**config.mk**
```make
export PLATFORM = sky130hd
export DESIGN_NAME = tpc_tx_path_config
export DESIGN_NICKNAME = d
export VERILOG_FILES = /design/src/logic/tpc_pkg.sv /design/src/logic/tpc_second_timer.sv /design/src/logic/tpc_tx_path_config.sv
export SDC_FILE = /design/constraint.sdc
export NUM_CORES = 1
export LEC_CHECK = 0
export BUFFER_PORTS_ARGS = -buffer_cell sky130_fd_sc_hd__buf_2
export CORE_ASPECT_RATIO = 1.4
export CORE_MARGIN = 5
export CORE_UTILIZATION = 40
export CTS_CLUSTER_SIZE = 24
export DETAILED_ROUTE_END_ITERATION = 10
export PLACE_DENSITY = 0.61
export SYNTH_ARGS = -nofsm -noshare
export SYNTH_HDL_FRONTEND = slang
export SYNTH_SLANG_ARGS = --single-unit
```
**constraint.sdc**
```tcl
create_clock -name clock -period 2.4 [get_ports clock]
set_input_delay 0.24 -clock clock [delete_from_list [all_inputs] [get_ports clock]]
set_output_delay 0.24 -clock clock [all_outputs]
set_load 0.05 [all_outputs]
```
**src/logic/tpc_pkg.sv**
```systemverilog
// constants for the transmit path configuration and timer interrupt block
// assumes one host control port shared with other channels, 8-bit data
package tpc_pkg;

  // ==========================================================
  // addresses: upper nibble 0 is global, otherwise the channel
  localparam logic [11:0] ADDR_TIMER_EN = 12'h00C;
  localparam logic [11:0] ADDR_TIMER_ST = 12'h00D;
  localparam logic [7:0]  OFS_LINE_STD  = 8'h20;
  localparam logic [7:0]  OFS_TJA_CFG   = 8'h21;
  localparam logic [7:0]  OFS_TX_CFG0   = 8'h22;
  localparam logic [3:0]  GLOBAL_PAGE   = 4'h0;

  // ==========================================================
  // field positions
  localparam int BIT_TIMER_EN    = 0;
  localparam int BIT_TIMER_FLAG  = 0;
  localparam int BIT_LINE_STD    = 0;
  localparam int BIT_JIT_MEASURE = 5;
  localparam int BIT_ATT_WIDE    = 4;
  localparam int BIT_ATT_EN      = 3;
  localparam int BIT_ATT_DEPTH   = 1;
  localparam int BIT_ATT_BW      = 0;
  localparam int BIT_TX_PDOWN    = 4;
  localparam int BIT_TX_INVERT   = 3;
  localparam int BIT_TX_EDGE     = 2;
  localparam int BIT_TX_MODE     = 0;

  // ==========================================================
  // reset values, already trimmed to the writable width
  localparam logic       RST_TIMER_EN = 1'b0;
  localparam logic       RST_LINE_STD = 1'b0;
  localparam logic [5:0] RST_TJA_CFG  = 6'h10;
  localparam logic [4:0] RST_TX_CFG0  = 5'h00;

  // ==========================================================
  // encoder modes; any code with bit 1 set bypasses the encoder
  localparam logic [1:0] MODE_SUBST = 2'b00;
  localparam logic [1:0] MODE_AMI   = 2'b01;

  // ==========================================================
  // attenuator depth in bits and transfer corners in millihertz
  localparam logic [7:0]  DEPTH_DEEP   = 8'h80;
  localparam logic [7:0]  DEPTH_MID    = 8'h40;
  localparam logic [7:0]  DEPTH_SHORT  = 8'h20;
  localparam logic [12:0] CORNER_T1_LO = 13'h1388;
  localparam logic [12:0] CORNER_E1_LO = 13'h1A72;
  localparam logic [12:0] CORNER_T1_HI = 13'h04EC;
  localparam logic [12:0] CORNER_E1_HI = 13'h0366;

  // ==========================================================
  // timing
  localparam int CLOCK_HZ       = 100_000_000;
  localparam int TIMER_PERIOD_S = 1;
  localparam int TIMER_CYCLES   = TIMER_PERIOD_S * CLOCK_HZ;
  localparam int SYNC_STAGES    = 3;

endpackage

```
**src/logic/tpc_second_timer.sv**
```systemverilog
// free running one-second timer for the global interrupt
// assumes the 100 MHz system clock; the period is a parameter for simulation
`timescale 1ns/1ps
module tpc_second_timer
  import tpc_pkg::*;
#(
  parameter int PERIOD_CYCLES = TIMER_CYCLES
) (
  input  wire logic clock,
  input  wire logic reset,
  output logic      expire
);

  localparam int CW = $clog2(PERIOD_CYCLES);

  initial begin
    if (PERIOD_CYCLES < 2) begin
      $error("timer period must be at least two cycles");
    end
  end

  logic [CW-1:0] count_q;
  logic [CW-1:0] count_d;
  logic          wrap;

  // wrap at the last cycle of the period
  assign wrap    = (count_q == CW'(PERIOD_CYCLES - 1));
  assign count_d = wrap ? '0 : count_q + 1'b1;

  // ==========================================================
  // counter; expire is a one-cycle pulse once per period
  always_ff @(posedge clock) begin
    if (reset) begin
      count_q <= '0;
      expire  <= 1'b0;
    end else begin
      count_q <= count_d;
      expire  <= wrap;
    end
  end

endmodule

```
**src/logic/tpc_tx_path_config.sv**
```systemverilog
// register bank and transmit front end for one line-interface channel
// assumes a host control port with single-cycle read and write strobes;
// transmit pins arrive asynchronously and run far below the system clock
`timescale 1ns/1ps
module tpc_tx_path_config
  import tpc_pkg::*;
#(
  parameter logic [3:0] CHANNEL       = 4'h1,
  parameter int         PERIOD_CYCLES = TIMER_CYCLES
) (
  input  wire logic        clock,
  input  wire logic        reset,
  // host control port
  input  wire logic        reg_cs,
  input  wire logic        reg_wr,
  input  wire logic        reg_rd,
  input  wire logic [11:0] reg_addr,
  input  wire logic [7:0]  reg_wdata,
  output logic [7:0]       reg_rdata,
  output logic             reg_rvalid,
  output logic             timer_irq,
  // system side transmit pins
  input  wire logic        tx_channel_clock,
  input  wire logic        tx_single_rail_data,
  input  wire logic        tx_positive_rail_data,
  input  wire logic        tx_negative_rail_data,
  // towards the line side
  output logic             tx_bit_strobe,
  output logic             tx_line_pos,
  output logic             tx_line_neg,
  output logic             tx_driver_oe,
  output logic             tx_power_down,
  output logic             tx_t1_mode,
  output logic             tx_subst_hdb3,
  output logic             tx_subst_b8zs,
  output logic             tx_ami_en,
  output logic             tx_shaper_en,
  output logic             tx_encoder_bypass,
  // jitter attenuator settings
  output logic             tx_atten_enable,
  output logic             tx_atten_wide_limit,
  output logic             tx_jitter_measure_mode,
  output logic [7:0]       tx_atten_depth_bits,
  output logic [12:0]      tx_atten_corner_mhz
);

  initial begin
    if (CHANNEL == GLOBAL_PAGE) begin
      $error("channel page 0 is reserved for global registers");
    end
  end

  // ==========================================================
  // address decoding
  function automatic logic addr_hit(input logic [11:0] a,
                                    input logic [11:0] target);
    addr_hit = (a == target);
  endfunction

  logic hit_timer_en;
  logic hit_timer_st;
  logic hit_line_std;
  logic hit_tja_cfg;
  logic hit_tx_cfg0;
  logic wr_stb;
  logic rd_stb;

  assign wr_stb       = reg_cs & reg_wr;
  assign rd_stb       = reg_cs & reg_rd;
  assign hit_timer_en = addr_hit(reg_addr, ADDR_TIMER_EN);
  assign hit_timer_st = addr_hit(reg_addr, ADDR_TIMER_ST);
  assign hit_line_std = addr_hit(reg_addr, {CHANNEL, OFS_LINE_STD});
  assign hit_tja_cfg  = addr_hit(reg_addr, {CHANNEL, OFS_TJA_CFG});
  assign hit_tx_cfg0  = addr_hit(reg_addr, {CHANNEL, OFS_TX_CFG0});

  // ==========================================================
  // configuration registers; only the defined bits are stored
  logic       timer_en_q;
  logic       line_std_q;
  logic [5:0] tja_cfg_q;
  logic [4:0] tx_cfg0_q;

  // timer interrupt enable
  always_ff @(posedge clock) begin
    if (reset) begin
      timer_en_q <= RST_TIMER_EN;
    end else if (wr_stb && hit_timer_en) begin
      timer_en_q <= reg_wdata[BIT_TIMER_EN];
    end
  end

  // line standard select
  always_ff @(posedge clock) begin
    if (reset) begin
      line_std_q <= RST_LINE_STD;
    end else if (wr_stb && hit_line_std) begin
      line_std_q <= reg_wdata[BIT_LINE_STD];
    end
  end

  // jitter attenuator configuration, bits 7:6 are dropped
  always_ff @(posedge clock) begin
    if (reset) begin
      tja_cfg_q <= RST_TJA_CFG;
    end else if (wr_stb && hit_tja_cfg) begin
      tja_cfg_q <= reg_wdata[5:0];
    end
  end

  // transmit configuration 0, bits 7:5 are dropped
  always_ff @(posedge clock) begin
    if (reset) begin
      tx_cfg0_q <= RST_TX_CFG0;
    end else if (wr_stb && hit_tx_cfg0) begin
      tx_cfg0_q <= reg_wdata[4:0];
    end
  end

  // ==========================================================
  // one-second timer and its sticky expiry flag
  logic timer_expire;
  logic timer_expiry_flag_q;
  logic flag_clear;

  tpc_second_timer #(
    .PERIOD_CYCLES (PERIOD_CYCLES)
  ) u_timer (
    .clock  (clock),
    .reset  (reset),
    .expire (timer_expire)
  );

  // a write of zero leaves the flag alone
  assign flag_clear = wr_stb & hit_timer_st & reg_wdata[BIT_TIMER_FLAG];

  // set wins over a clear in the same cycle so no expiry is lost
  always_ff @(posedge clock) begin
    if (reset) begin
      timer_expiry_flag_q <= 1'b0;
    end else if (timer_expire) begin
      timer_expiry_flag_q <= 1'b1;
    end else if (flag_clear) begin
      timer_expiry_flag_q <= 1'b0;
    end
  end

  // level request, drops as soon as the flag is cleared or masked
  assign timer_irq = timer_expiry_flag_q & timer_en_q;

  // ==========================================================
  // read back; reserved bits and unmapped addresses give zero
  logic [7:0] rdata_d;

  assign rdata_d =
    hit_timer_en ? {7'h00, timer_en_q} :
    hit_timer_st ? {7'h00, timer_expiry_flag_q} :
    hit_line_std ? {7'h00, line_std_q} :
    hit_tja_cfg  ? {2'h0, tja_cfg_q} :
    hit_tx_cfg0  ? {3'h0, tx_cfg0_q} :
                   8'h00;

  // data lands one cycle after the read strobe
  always_ff @(posedge clock) begin
    if (reset) begin
      reg_rdata  <= 8'h00;
      reg_rvalid <= 1'b0;
    end else begin
      reg_rdata  <= rd_stb ? rdata_d : reg_rdata;
      reg_rvalid <= rd_stb;
    end
  end

  // ==========================================================
  // field extraction
  logic       f_measure;
  logic       f_wide;
  logic       f_att_en;
  logic [1:0] f_depth;
  logic       f_bw;
  logic       f_pdown;
  logic       f_invert;
  logic       f_edge;
  logic [1:0] f_mode;

  assign f_measure = tja_cfg_q[BIT_JIT_MEASURE];
  assign f_wide    = tja_cfg_q[BIT_ATT_WIDE];
  assign f_att_en  = tja_cfg_q[BIT_ATT_EN];
  assign f_depth   = tja_cfg_q[BIT_ATT_DEPTH +: 2];
  assign f_bw      = tja_cfg_q[BIT_ATT_BW];
  assign f_pdown   = tx_cfg0_q[BIT_TX_PDOWN];
  assign f_invert  = tx_cfg0_q[BIT_TX_INVERT];
  assign f_edge    = tx_cfg0_q[BIT_TX_EDGE];
  assign f_mode    = tx_cfg0_q[BIT_TX_MODE +: 2];

  // ==========================================================
  // decoded settings for the datapath
  logic [7:0]  depth_d;
  logic [12:0] corner_d;
  logic        bypass_d;
  logic        subst_d;
  logic        ami_d;

  // codes 10 and 11 both give the short buffer
  assign depth_d = (f_depth == 2'b00) ? DEPTH_DEEP :
                   (f_depth == 2'b01) ? DEPTH_MID : DEPTH_SHORT;

  assign corner_d = f_bw ? (line_std_q ? CORNER_T1_HI : CORNER_E1_HI) :
                           (line_std_q ? CORNER_T1_LO : CORNER_E1_LO);

  assign bypass_d = f_mode[1];
  assign subst_d  = (f_mode == MODE_SUBST);
  assign ami_d    = (f_mode == MODE_AMI);

  // registered so the datapath sees clean levels
  always_ff @(posedge clock) begin
    if (reset) begin
      tx_t1_mode             <= 1'b0;
      tx_atten_enable        <= 1'b0;
      tx_atten_wide_limit    <= RST_TJA_CFG[BIT_ATT_WIDE];
      tx_jitter_measure_mode <= 1'b0;
      tx_atten_depth_bits    <= DEPTH_DEEP;
      tx_atten_corner_mhz    <= CORNER_E1_LO;
    end else begin
      tx_t1_mode             <= line_std_q;
      tx_atten_enable        <= f_att_en;
      tx_atten_wide_limit    <= f_wide;
      tx_jitter_measure_mode <= f_measure;
      tx_atten_depth_bits    <= depth_d;
      tx_atten_corner_mhz    <= corner_d;
    end
  end

  // encoder stage selection and power state
  always_ff @(posedge clock) begin
    if (reset) begin
      tx_subst_hdb3     <= 1'b0;
      tx_subst_b8zs     <= 1'b0;
      tx_ami_en         <= 1'b0;
      tx_shaper_en      <= 1'b0;
      tx_encoder_bypass <= 1'b0;
      tx_power_down     <= 1'b0;
      tx_driver_oe      <= 1'b0;
    end else begin
      tx_subst_hdb3     <= subst_d & ~line_std_q;
      tx_subst_b8zs     <= subst_d & line_std_q;
      tx_ami_en         <= ami_d;
      tx_shaper_en      <= ~bypass_d;
      tx_encoder_bypass <= bypass_d;
      tx_power_down     <= f_pdown;
      tx_driver_oe      <= ~f_pdown;
    end
  end

  // ==========================================================
  // pin synchronisers: clock, single, positive, negative
  localparam int NPIN = 4;

  logic [NPIN-1:0] pin_raw;
  logic [NPIN-1:0] pin_s1_q;
  logic [NPIN-1:0] pin_s2_q;
  logic [NPIN-1:0] pin_s3_q;
  logic [NPIN-1:0] pin_val_q;
  logic [NPIN-1:0] pin_val_d;

  assign pin_raw = {tx_negative_rail_data, tx_positive_rail_data,
                    tx_single_rail_data, tx_channel_clock};

  genvar gi;
  generate
    for (gi = 0; gi < NPIN; gi = gi + 1) begin : g_sync
      // a change counts only once stages two and three agree
      assign pin_val_d[gi] = (pin_s2_q[gi] == pin_s3_q[gi]) ?
                             pin_s3_q[gi] : pin_val_q[gi];

      always_ff @(posedge clock) begin
        if (reset) begin
          pin_s1_q[gi]  <= 1'b0;
          pin_s2_q[gi]  <= 1'b0;
          pin_s3_q[gi]  <= 1'b0;
          pin_val_q[gi] <= 1'b0;
        end else begin
          pin_s1_q[gi]  <= pin_raw[gi];
          pin_s2_q[gi]  <= pin_s1_q[gi];
          pin_s3_q[gi]  <= pin_s2_q[gi];
          pin_val_q[gi] <= pin_val_d[gi];
        end
      end
    end
  endgenerate

  // ==========================================================
  // sampling edge; the data pins share the clock pin's latency so
  // setup is preserved, but the pin clock must stay well below the
  // system clock for every edge to be seen
  logic take_bit;
  logic clk_edge;

  assign clk_edge = pin_val_d[0] ^ pin_val_q[0];
  assign take_bit = clk_edge & (pin_val_d[0] == f_edge) & ~f_pdown;

  // polarity applied before encoding
  logic nrz_single;
  logic nrz_pos;
  logic nrz_neg;

  assign nrz_single = pin_val_d[1] ^ f_invert;
  assign nrz_pos    = pin_val_d[2] ^ f_invert;
  assign nrz_neg    = pin_val_d[3] ^ f_invert;

  // ==========================================================
  // line coding: marks alternate polarity in both encoder modes;
  // the zero-string substitution downstream keys off the enables
  logic mark_pol_q;
  logic line_pos_d;
  logic line_neg_d;

  assign line_pos_d = bypass_d ? nrz_pos : (nrz_single & ~mark_pol_q);
  assign line_neg_d = bypass_d ? nrz_neg : (nrz_single & mark_pol_q);

  // mark polarity only moves when a mark is sent single rail
  always_ff @(posedge clock) begin
    if (reset) begin
      mark_pol_q <= 1'b0;
    end else if (take_bit && !bypass_d && nrz_single) begin
      mark_pol_q <= ~mark_pol_q;
    end
  end

  // output rails hold until the next bit, and go quiet when powered down
  always_ff @(posedge clock) begin
    if (reset) begin
      tx_line_pos   <= 1'b0;
      tx_line_neg   <= 1'b0;
      tx_bit_strobe <= 1'b0;
    end else if (f_pdown) begin
      tx_line_pos   <= 1'b0;
      tx_line_neg   <= 1'b0;
      tx_bit_strobe <= 1'b0;
    end else begin
      tx_line_pos   <= take_bit ? line_pos_d : tx_line_pos;
      tx_line_neg   <= take_bit ? line_neg_d : tx_line_neg;
      tx_bit_strobe <= take_bit;
    end
  end

endmodule

```
Yosys cells after proc, flatten, opt, wreduce, memory -nomap -nowiden --
Index checks and enable logic that the tools add are counted.
Storage, ports and cells: register bits 103, input bits 29, word-level logic and storage cells 105, output and inout port bits 45
Operators by class: muxes and demuxes 17, add/sub/neg operators 1, equal/unequal tests 13, reduce and logical (&&, ||, !) cells 13, bitwise logic cells 19
Operator list (number):
- == test 12 x 9 -> 1 bit, second input constant | 3
- adder 27 x 1 -> 27 bit, second input constant | 1
- == test 27 bit, second input constant | 1
- == test 12 x 4 -> 1 bit, second input constant | 2
- two-way mux 6 bit | 4
- two-way mux 13 bit | 1
- two-way mux 12 bit | 1
- bitwise AND 1 bit | 11
- two-way mux 11 bit | 1
- two-way mux 1 bit | 8
- two-way mux 7 bit | 1
- logical AND 1 bit | 6
- OR reduction 2 bit | 3
- == test 1 bit | 5
- two-way mux 5 bit | 1
- == test 2 x 1 -> 1 bit, second input constant | 2
- logical NOT 2 bit | 2
- inverter 1 bit | 4
- XOR 1 bit | 4
- nonzero test 2 bit | 1
- logical NOT 1 bit | 1

Logic depth before layout (Yosys ltp) --
Gate-level depths: netlist (run 1).
depth in word-level cells 7, mapped depth 6

Hierarchy --
From an unflattened synthesis (run 1), not the netlist that was laid out.
Second synthesis, totals: cells, all modules 377, area total of the unflattened synthesis 3663.5 um^2
By module, submodules not included:
- tpc_tx_path_config | seq. area each 1261.2 um^2, times used 1, area an instance 2298.5 um^2, cells an instance 229
- tpc_second_timer | seq. area each 560.5 um^2, times used 1, area an instance 1365.1 um^2, cells an instance 148

Worst setup path after synthesis (run 1) --
No wires, ideal clock.
path type register to register, start reg u_timer.count_q[0], end reg u_timer.count_q[24], clock period less this slack 2012 ps, arrival time 1941 ps, data required time 2330 ps, cell stages (with the launch flop) 6, setup time 70 ps, slack 388 ps, path through dfxtp_1 -> ha_1 -> nand2_1 -> or4_1 -> or4b_2 -> a21oi_1
On the way: longest elaborated chain between the ends 2, elaborated cells on any way between the ends 3, classes of those cells add/sub (1); eq/ne (1); reduce/logical (1)
RTL lines:
- start, declared | RTL line tpc_second_timer.sv:22 | logic [CW-1:0] count_q;
- start signal, assigned | RTL line tpc_second_timer.sv:37 | count_q <= count_d;
- branches (longest 2 deep; another with adder 27 x 1 -> 27 bit)
Several ways; the timed one is not identified. A chain may end at the register's enable or synchronous reset.

Final worst setup path (run 1) --
start reg u_timer.count_q[0], end reg u_timer.count_q[26]
Same word-level chain as after synthesis.

==> reports/results.tsv, run 1 <==
metric	value	unit
stdcell_count	557	
slowest_stage	or4_1	
synthFlopType	dfxtp_1	
rows	41	
rr_worst_depth	6	
grtUsageTotal	13.86	%
worstHoldStart	tx_positive_rail_data	
gp_congestion	0.7475	
setup_viol	0	
r2r-end	u_timer.count_q[26]	
fin_crit_sh	89.40	%
hold_depth	2	
port_buffers	63	
hold_buffers	0	
synth_top_area_share	49.97	%
avgSynthCellArea	9.446	sq um
grt_max_degree	53	
cts_resized	0	
yosysTopAreaCell	dfxtp_1	
clock_latency	0.34	ns
drive_gt1_share	22.44	%
antenna_found_initial	0	
die-area	0.01115	sq mm
syn2layout_area_growth	18.53	%
overflow	0	
path_class	reg -> reg	
final.min_clock_period	2.146	ns
ios	74	
cp.required	2.68	ns
path_common_cell	or4_1	
nets	476	
regToRegStartpoint	u_timer.count_q[0]	
grt_pass1_wl	12480	um
drt_drc_violations_left	0	
ys_top_cells_by_area	dfxtp_1 50%, nor2b_1 3.6%, o21ai_0 3.3%	
cts_buffers	9	
fin_skew	0.008949	ns
synth_edf_count	0	
setup_tns	0	ns
maxCapViolations	0	
die_w	90.69	um
netlist_instances	386	
cts_tree	yes	
ys_warn_count	0	
crit_path_end_kind	register	
cts_max_level	3	
crit_chain	ha_1, nand2_1, or4_1, buf_4, or4_1, a21oi_1	
reg2reg_slack	0.25	ns
rsz0062_at_grt	no	
hp-class	in -> reg	
dr.pass1.iters	4	
fp.dieH	123.0	um
cts_sinks	91	
ys_ff_latch	91	
power_density	730.2	mW/mm^2
max-vdd-ir-drop	0.6271	mV
syn_area	0.003646	sq mm
path_clk_slew	0.06	ns
outcome	complete, no violations	
antenna_cells	0	
first_global_vias	2731	
max_freq	466.1	MHz
worst_slew_pin_slew	0.5526	ns
clock_path_buffers	2	
vias	2881	
numPlacedInstances	541	
ys_seq_area_share	49.97	%
arrival	2.42	ns
post-dp-hpwl	5497	um
design_area	0.004322	sq mm
routed_wl	7566	um
synthArstFlopShare	0	%
maxSlewViolCount	0	
whs_endpoint	pin_s1_q[2]	
power_leakage	1.651	nW
core_area	0.008977	sq mm
place_area	0.004010	sq mm
antenna_left	0	
initial_utilization	40.61	%
start_kind	register	
viasPerCell	5.172	
slowest_delay	0.57	ns
wl_per_cell	13.58	um
timing.final.hold_violations	0	
drt-initial-drc-count	92	
cts_root_buffer	clkbuf_16	
yosysUniqueCellTypes	51	
slew_headroom	62.88	%
cts_setup_buffers	0	
crit_path_max_fanout	12	
cells in the final DEF, fill, tap and decap left out, types with 8 or more instances in the layout:
master	instances
and2_1	8
nor2_1	28
or3_1	9
buf_2	63
inv_1	14
conb_1	8
nand3_1	9
or4_1	9
a21oi_1	22
clkbuf_16	9
mux2i_1	10
o21ai_0	24
nor2b_1	21
dfxtp_1	91
nand2_1	23
nor4_1	14
state kept, by name, indices dropped and copies added, names as in the netlist, 3 cells and up:
name                 flops
pin_s3_q                 4
tx_atten_depth_bits      3
tja_cfg_q                6
pin_val_q                4
pin_s2_q                 4
reg_rdata                6
tx_atten_corner_mhz      9
tx_cfg0_q                5
u_timer.count_q         27
pin_s1_q                 4
cells in the mapped netlist, types with 2 or more instances:
master,instances
and4_1,2
nor2_1,28
a221oi_1,4
or3_1,9
nand2_1,23
clkbuf_1,14
or2_2,4
inv_1,14
nor4_1,14
nand4_1,5
or4_1,9
or4_4,2
nand4bb_1,2
buf_4,12
mux2i_1,10
a21oi_1,22
ha_1,2
xnor2_1,7
o21ai_0,24
nand3_1,9
mux2_2,2
nand4b_1,3
xor2_1,3
maj3_1,3
and2_1,8
a31oi_1,2
buf_6,2
dfxtp_1,91
nor2b_1,21
nor4b_1,2
or4b_2,2
nor3_1,4
nand2b_1,3
nor4_4,2
o31ai_1,6
worst max path at each step:
stage / from / to
detailed placement: u_timer.count_q[0] / u_timer.count_q[26]
global route: u_timer.count_q[0] / u_timer.count_q[24]
global placement: u_timer.count_q[0] / u_timer.count_q[26]
finish: u_timer.count_q[0] / u_timer.count_q[26]
CTS: u_timer.count_q[0] / u_timer.count_q[26]
floorplan: u_timer.count_q[0] / u_timer.count_q[24]
layout make-up:
class / count / area (sq um)
multi-input cells: 259 / 1634
fillers: 884 / 4656
flip-flops and latches: 91 / 1822
well taps: 107 / 133.9
repair buffers: 70 / 367.9
inverters: 14 / 52.55
clock inverters: 6 / 72.57
clock buffers: 10 / 239.0
logic make-up after synthesis:
family / after synthesis / share of synthesized area, %
flip-flops: 91 / 49.97
AO/OA/AOI/OAI: 65 / 10.57
buffers and inverters: 43 / 6.074
AND/OR/NAND/NOR: 159 / 26.01
other: 1 / 0.1029
adder cells (fa/ha/maj): 5 / 1.510
multiplexers: 12 / 3.363
XOR/XNOR: 10 / 2.402
metal layers:
layer | global-route usage [%] | routed length, um | up-vias
li1 | - | - | 1467
met4 | 5.214 | 127 | 0
met2 | 24.86 | 3876 | 53
met5 | 0 | 0 | -
met1 | 14.95 | 3168 | 1351
met3 | 4.869 | 393 | 10
power by group:
part	internal, mW	switching [mW]	total, mW
Clock	0.847	0.598	1.45
Sequential	1.53	0.0108	1.54
Combinational	0.0474	0.121	0.169
stage by stage:
| stage | total power, mW | hold slack [ns] | setup slack [ns] | util, % |
|---|---|---|---|---|
| after floorplan | 1.704 | 0.3682 | 0.3884 | - |
| after global placement | 1.743 | 0.4162 | 0.3022 | 44.67 |
| after detailed placement | 1.745 | 0.4132 | 0.2658 | 44.67 |
| after CTS | 3.196 | 0.09887 | 0.2413 | 48.14 |
| after global routing | 3.271 | 0.1100 | 0.1643 | 48.14 |
| final | 3.156 | 0.1098 | 0.2545 | 48.14 |
worst max-delay path, delay by kind of cell (launching register included):
kind,cells,cell delay (ns)
simple gates,3,1.17
fa+ha+maj,1,0.21
flops,1,0.36
buf+inv,1,0.20
compound gates,1,0.14
(Power assumes the default switching activity.)
==> run 2: changes to the inputs <==
Settings changed: PLACE_DENSITY 0.61 to unset, PLACE_DENSITY_LB_ADDON set to 0.05.
==> reports/results.tsv, run 2 (synthesis gave the netlist of run 1 again) <==
metric	value	unit	change
grt_pass1_wl	13120	um	was 12480 um
comb_power_share	5.2	%	was 5.3%
reg_top3	u_timer.count_q (27), tx_atten_corner_mhz (9)		unchanged
rsz0062_at_grt	no		unchanged
setup_viol	0		unchanged
vias	2870		was 2881
power	3.201	mW	was 3.156 mW
timing.final.hold_violations	0		unchanged
antenna_left	0		unchanged
maxCapViolations	0		unchanged
drive_gt1_share	22.22	%	was 22.44%
max-vdd-ir-drop	0.4811	mV	was 0.6271 mV
hold_buffers	0		unchanged
clock_latency	0.34	ns	about the same
fin_skew	0.005187	ns	was 0.008949 ns
fp.dieH	123.0	um	unchanged
slowest_delay	0.60	ns	was 0.57 ns
cts_root_buffer	clkbuf_16		unchanged
power_frac_clock	46.6	%	was 45.8%
power_density	739.5	mW/mm^2	was 730.2 mW/mm^2
antenna_cells	0		unchanged
fillers	880		was 884
power_switching	0.7092	mW	was 0.7298 mW
path_class	reg -> reg		unchanged
die-area	0.01115	sq mm	unchanged
slew_headroom	63.09	%	was 62.88%
nets	476		unchanged
overflow	0		unchanged
setup_tns	0	ns	unchanged
numPlacedInstances	541		unchanged
path_clk_slew	0.06	ns	about the same
power.share.sequential	48.2	%	was 48.9%
wl_per_cell	13.75	um	was 13.58 um
core_area	0.008977	sq mm	unchanged
crit_chain	ha_1, nand2_1, or4_1, buf_4, or4_1, a21oi_1		unchanged
cp.required	2.67	ns	was 2.68 ns
rows	41		unchanged
port_buffers	63		unchanged
cts_sinks	91		unchanged
gp_congestion	0.7568		was 0.7475
post-dp-hpwl	5515	um	was 5497 um
syn2layout_area_growth	18.74	%	was 18.53%
worst_hold_slack	0.1166	ns	was 0.1098 ns
viasPerCell	5.153		was 5.172
drt-initial-drc-count	119		was 92
start_kind	register		unchanged
cts_max_level	3		unchanged
cts_tree	yes		unchanged
slowest_stage	or4_1		unchanged
path_common_cell	or4_1		unchanged
routed_wl	7658	um	was 7566 um
cts_buffers	9		unchanged
drt_drc_violations_left	0		unchanged
stdcell_count	557		unchanged
crit_path_max_fanout	12		unchanged
ios	74		unchanged
max_freq	456.9	MHz	was 466.1 MHz
dr.pass1.iters	4		unchanged
power_leakage	1.648	nW	was 1.651 nW
first_global_vias	2774		was 2731
grt_max_degree	53		unchanged
switching_share	22.15	%	was 23.13%
regMostFlops	u_timer.count_q		unchanged
design_area	0.004329	sq mm	was 0.004322 sq mm
maxSlewViolCount	0		unchanged
cts_resized	0		unchanged
final_cell_mix	91 x dfxtp_1, 63 x buf_2, 28 x nor2_1		unchanged
worst_slew_pin_slew	0.5495	ns	was 0.5526 ns
fin_crit_sh	91.19	%	was 89.40%
initial_utilization	40.61	%	unchanged
antenna_found_initial	0		unchanged
final.min_clock_period	2.188	ns	was 2.146 ns
place_area	0.004010	sq mm	unchanged
die_w	90.69	um	unchanged
clock_path_buffers	2		unchanged
arrival	2.46	ns	was 2.42 ns
final_common_cell	dfxtp_1		unchanged
largest_reg_flops	27		unchanged
internal-power	2.492	mW	was 2.426 mW
crit_path_end_kind	register		unchanged
hp-class	in -> reg		unchanged
grtUsageTotal	14.56	%	was 13.86%
cts_setup_buffers	0		unchanged
outcome	complete, no violations		unchanged
run 2: worst paths after layout:
| check | from | to | slack, ns | depth (start not counted) |
|---|---|---|---|---|
| hold / removal | tx_positive_rail_data | pin_s1_q[2] | 0.12 | 2 |
| setup reg to reg | u_timer.count_q[0] | u_timer.count_q[26] | 0.21 | 6 |
| setup / recovery | u_timer.count_q[0] | u_timer.count_q[26] | 0.21 | 6 |
| hold reg to reg | u_timer.expire | timer_expiry_flag_q | 0.43 | 2 |
run 2: worst max-delay path: cells and delay by family, from the launching register on:
kind,cells,cell delay (ns)
DFF,1,0.35
and+or+nand+nor,3,1.20
adders and majority gates,1,0.22
AOI/OAI and AO/OA,1,0.14
buffers and inverters,1,0.21
run 2: power by group through the flow:
stage	clock [mW]	combinational (mW)	sequential, mW
2_1_floorplan	0	0.104	1.60
3_3_place_gp	0	0.167	1.58
3_5_place_dp	0	0.169	1.58
4_1_cts	1.53	0.169	1.54
5_1_grt	1.60	0.185	1.54
6_report	1.49	0.167	1.54
run 2: layout make-up:
class / count / area [sq um] / share of cell area (%)
Tap cell: 107 / 133.9 / 3.092
Multi-Input combinational cell: 259 / 1634 / 37.75
Clock inverter: 6 / 90.09 / 2.081
Inverter: 14 / 52.55 / 1.214
Clock buffer: 10 / 229.0 / 5.289
Sequential cell: 91 / 1822 / 42.08
Timing Repair Buffer: 70 / 367.9 / 8.497
run 2: layer usage:
metal | track usage (%) | part of all wire (%) | up-vias
met1 | 17.10 | 43 | 1335
met5 | 0 | 0 | -
met2 | 25.14 | 51 | 56
met3 | 3.591 | 4.4 | 12
met4 | 6.425 | 1.6 | 0
li1 | - | - | 1467
run 2: per-stage QoR:
stage               utilization (%)  setup slack, ns
CTS                           48.22           0.1999
global placement              44.67           0.2557
global route                  48.22           0.1056
detailed placement            44.67           0.2166
finish                        48.22           0.2115
floorplan                         -           0.3884
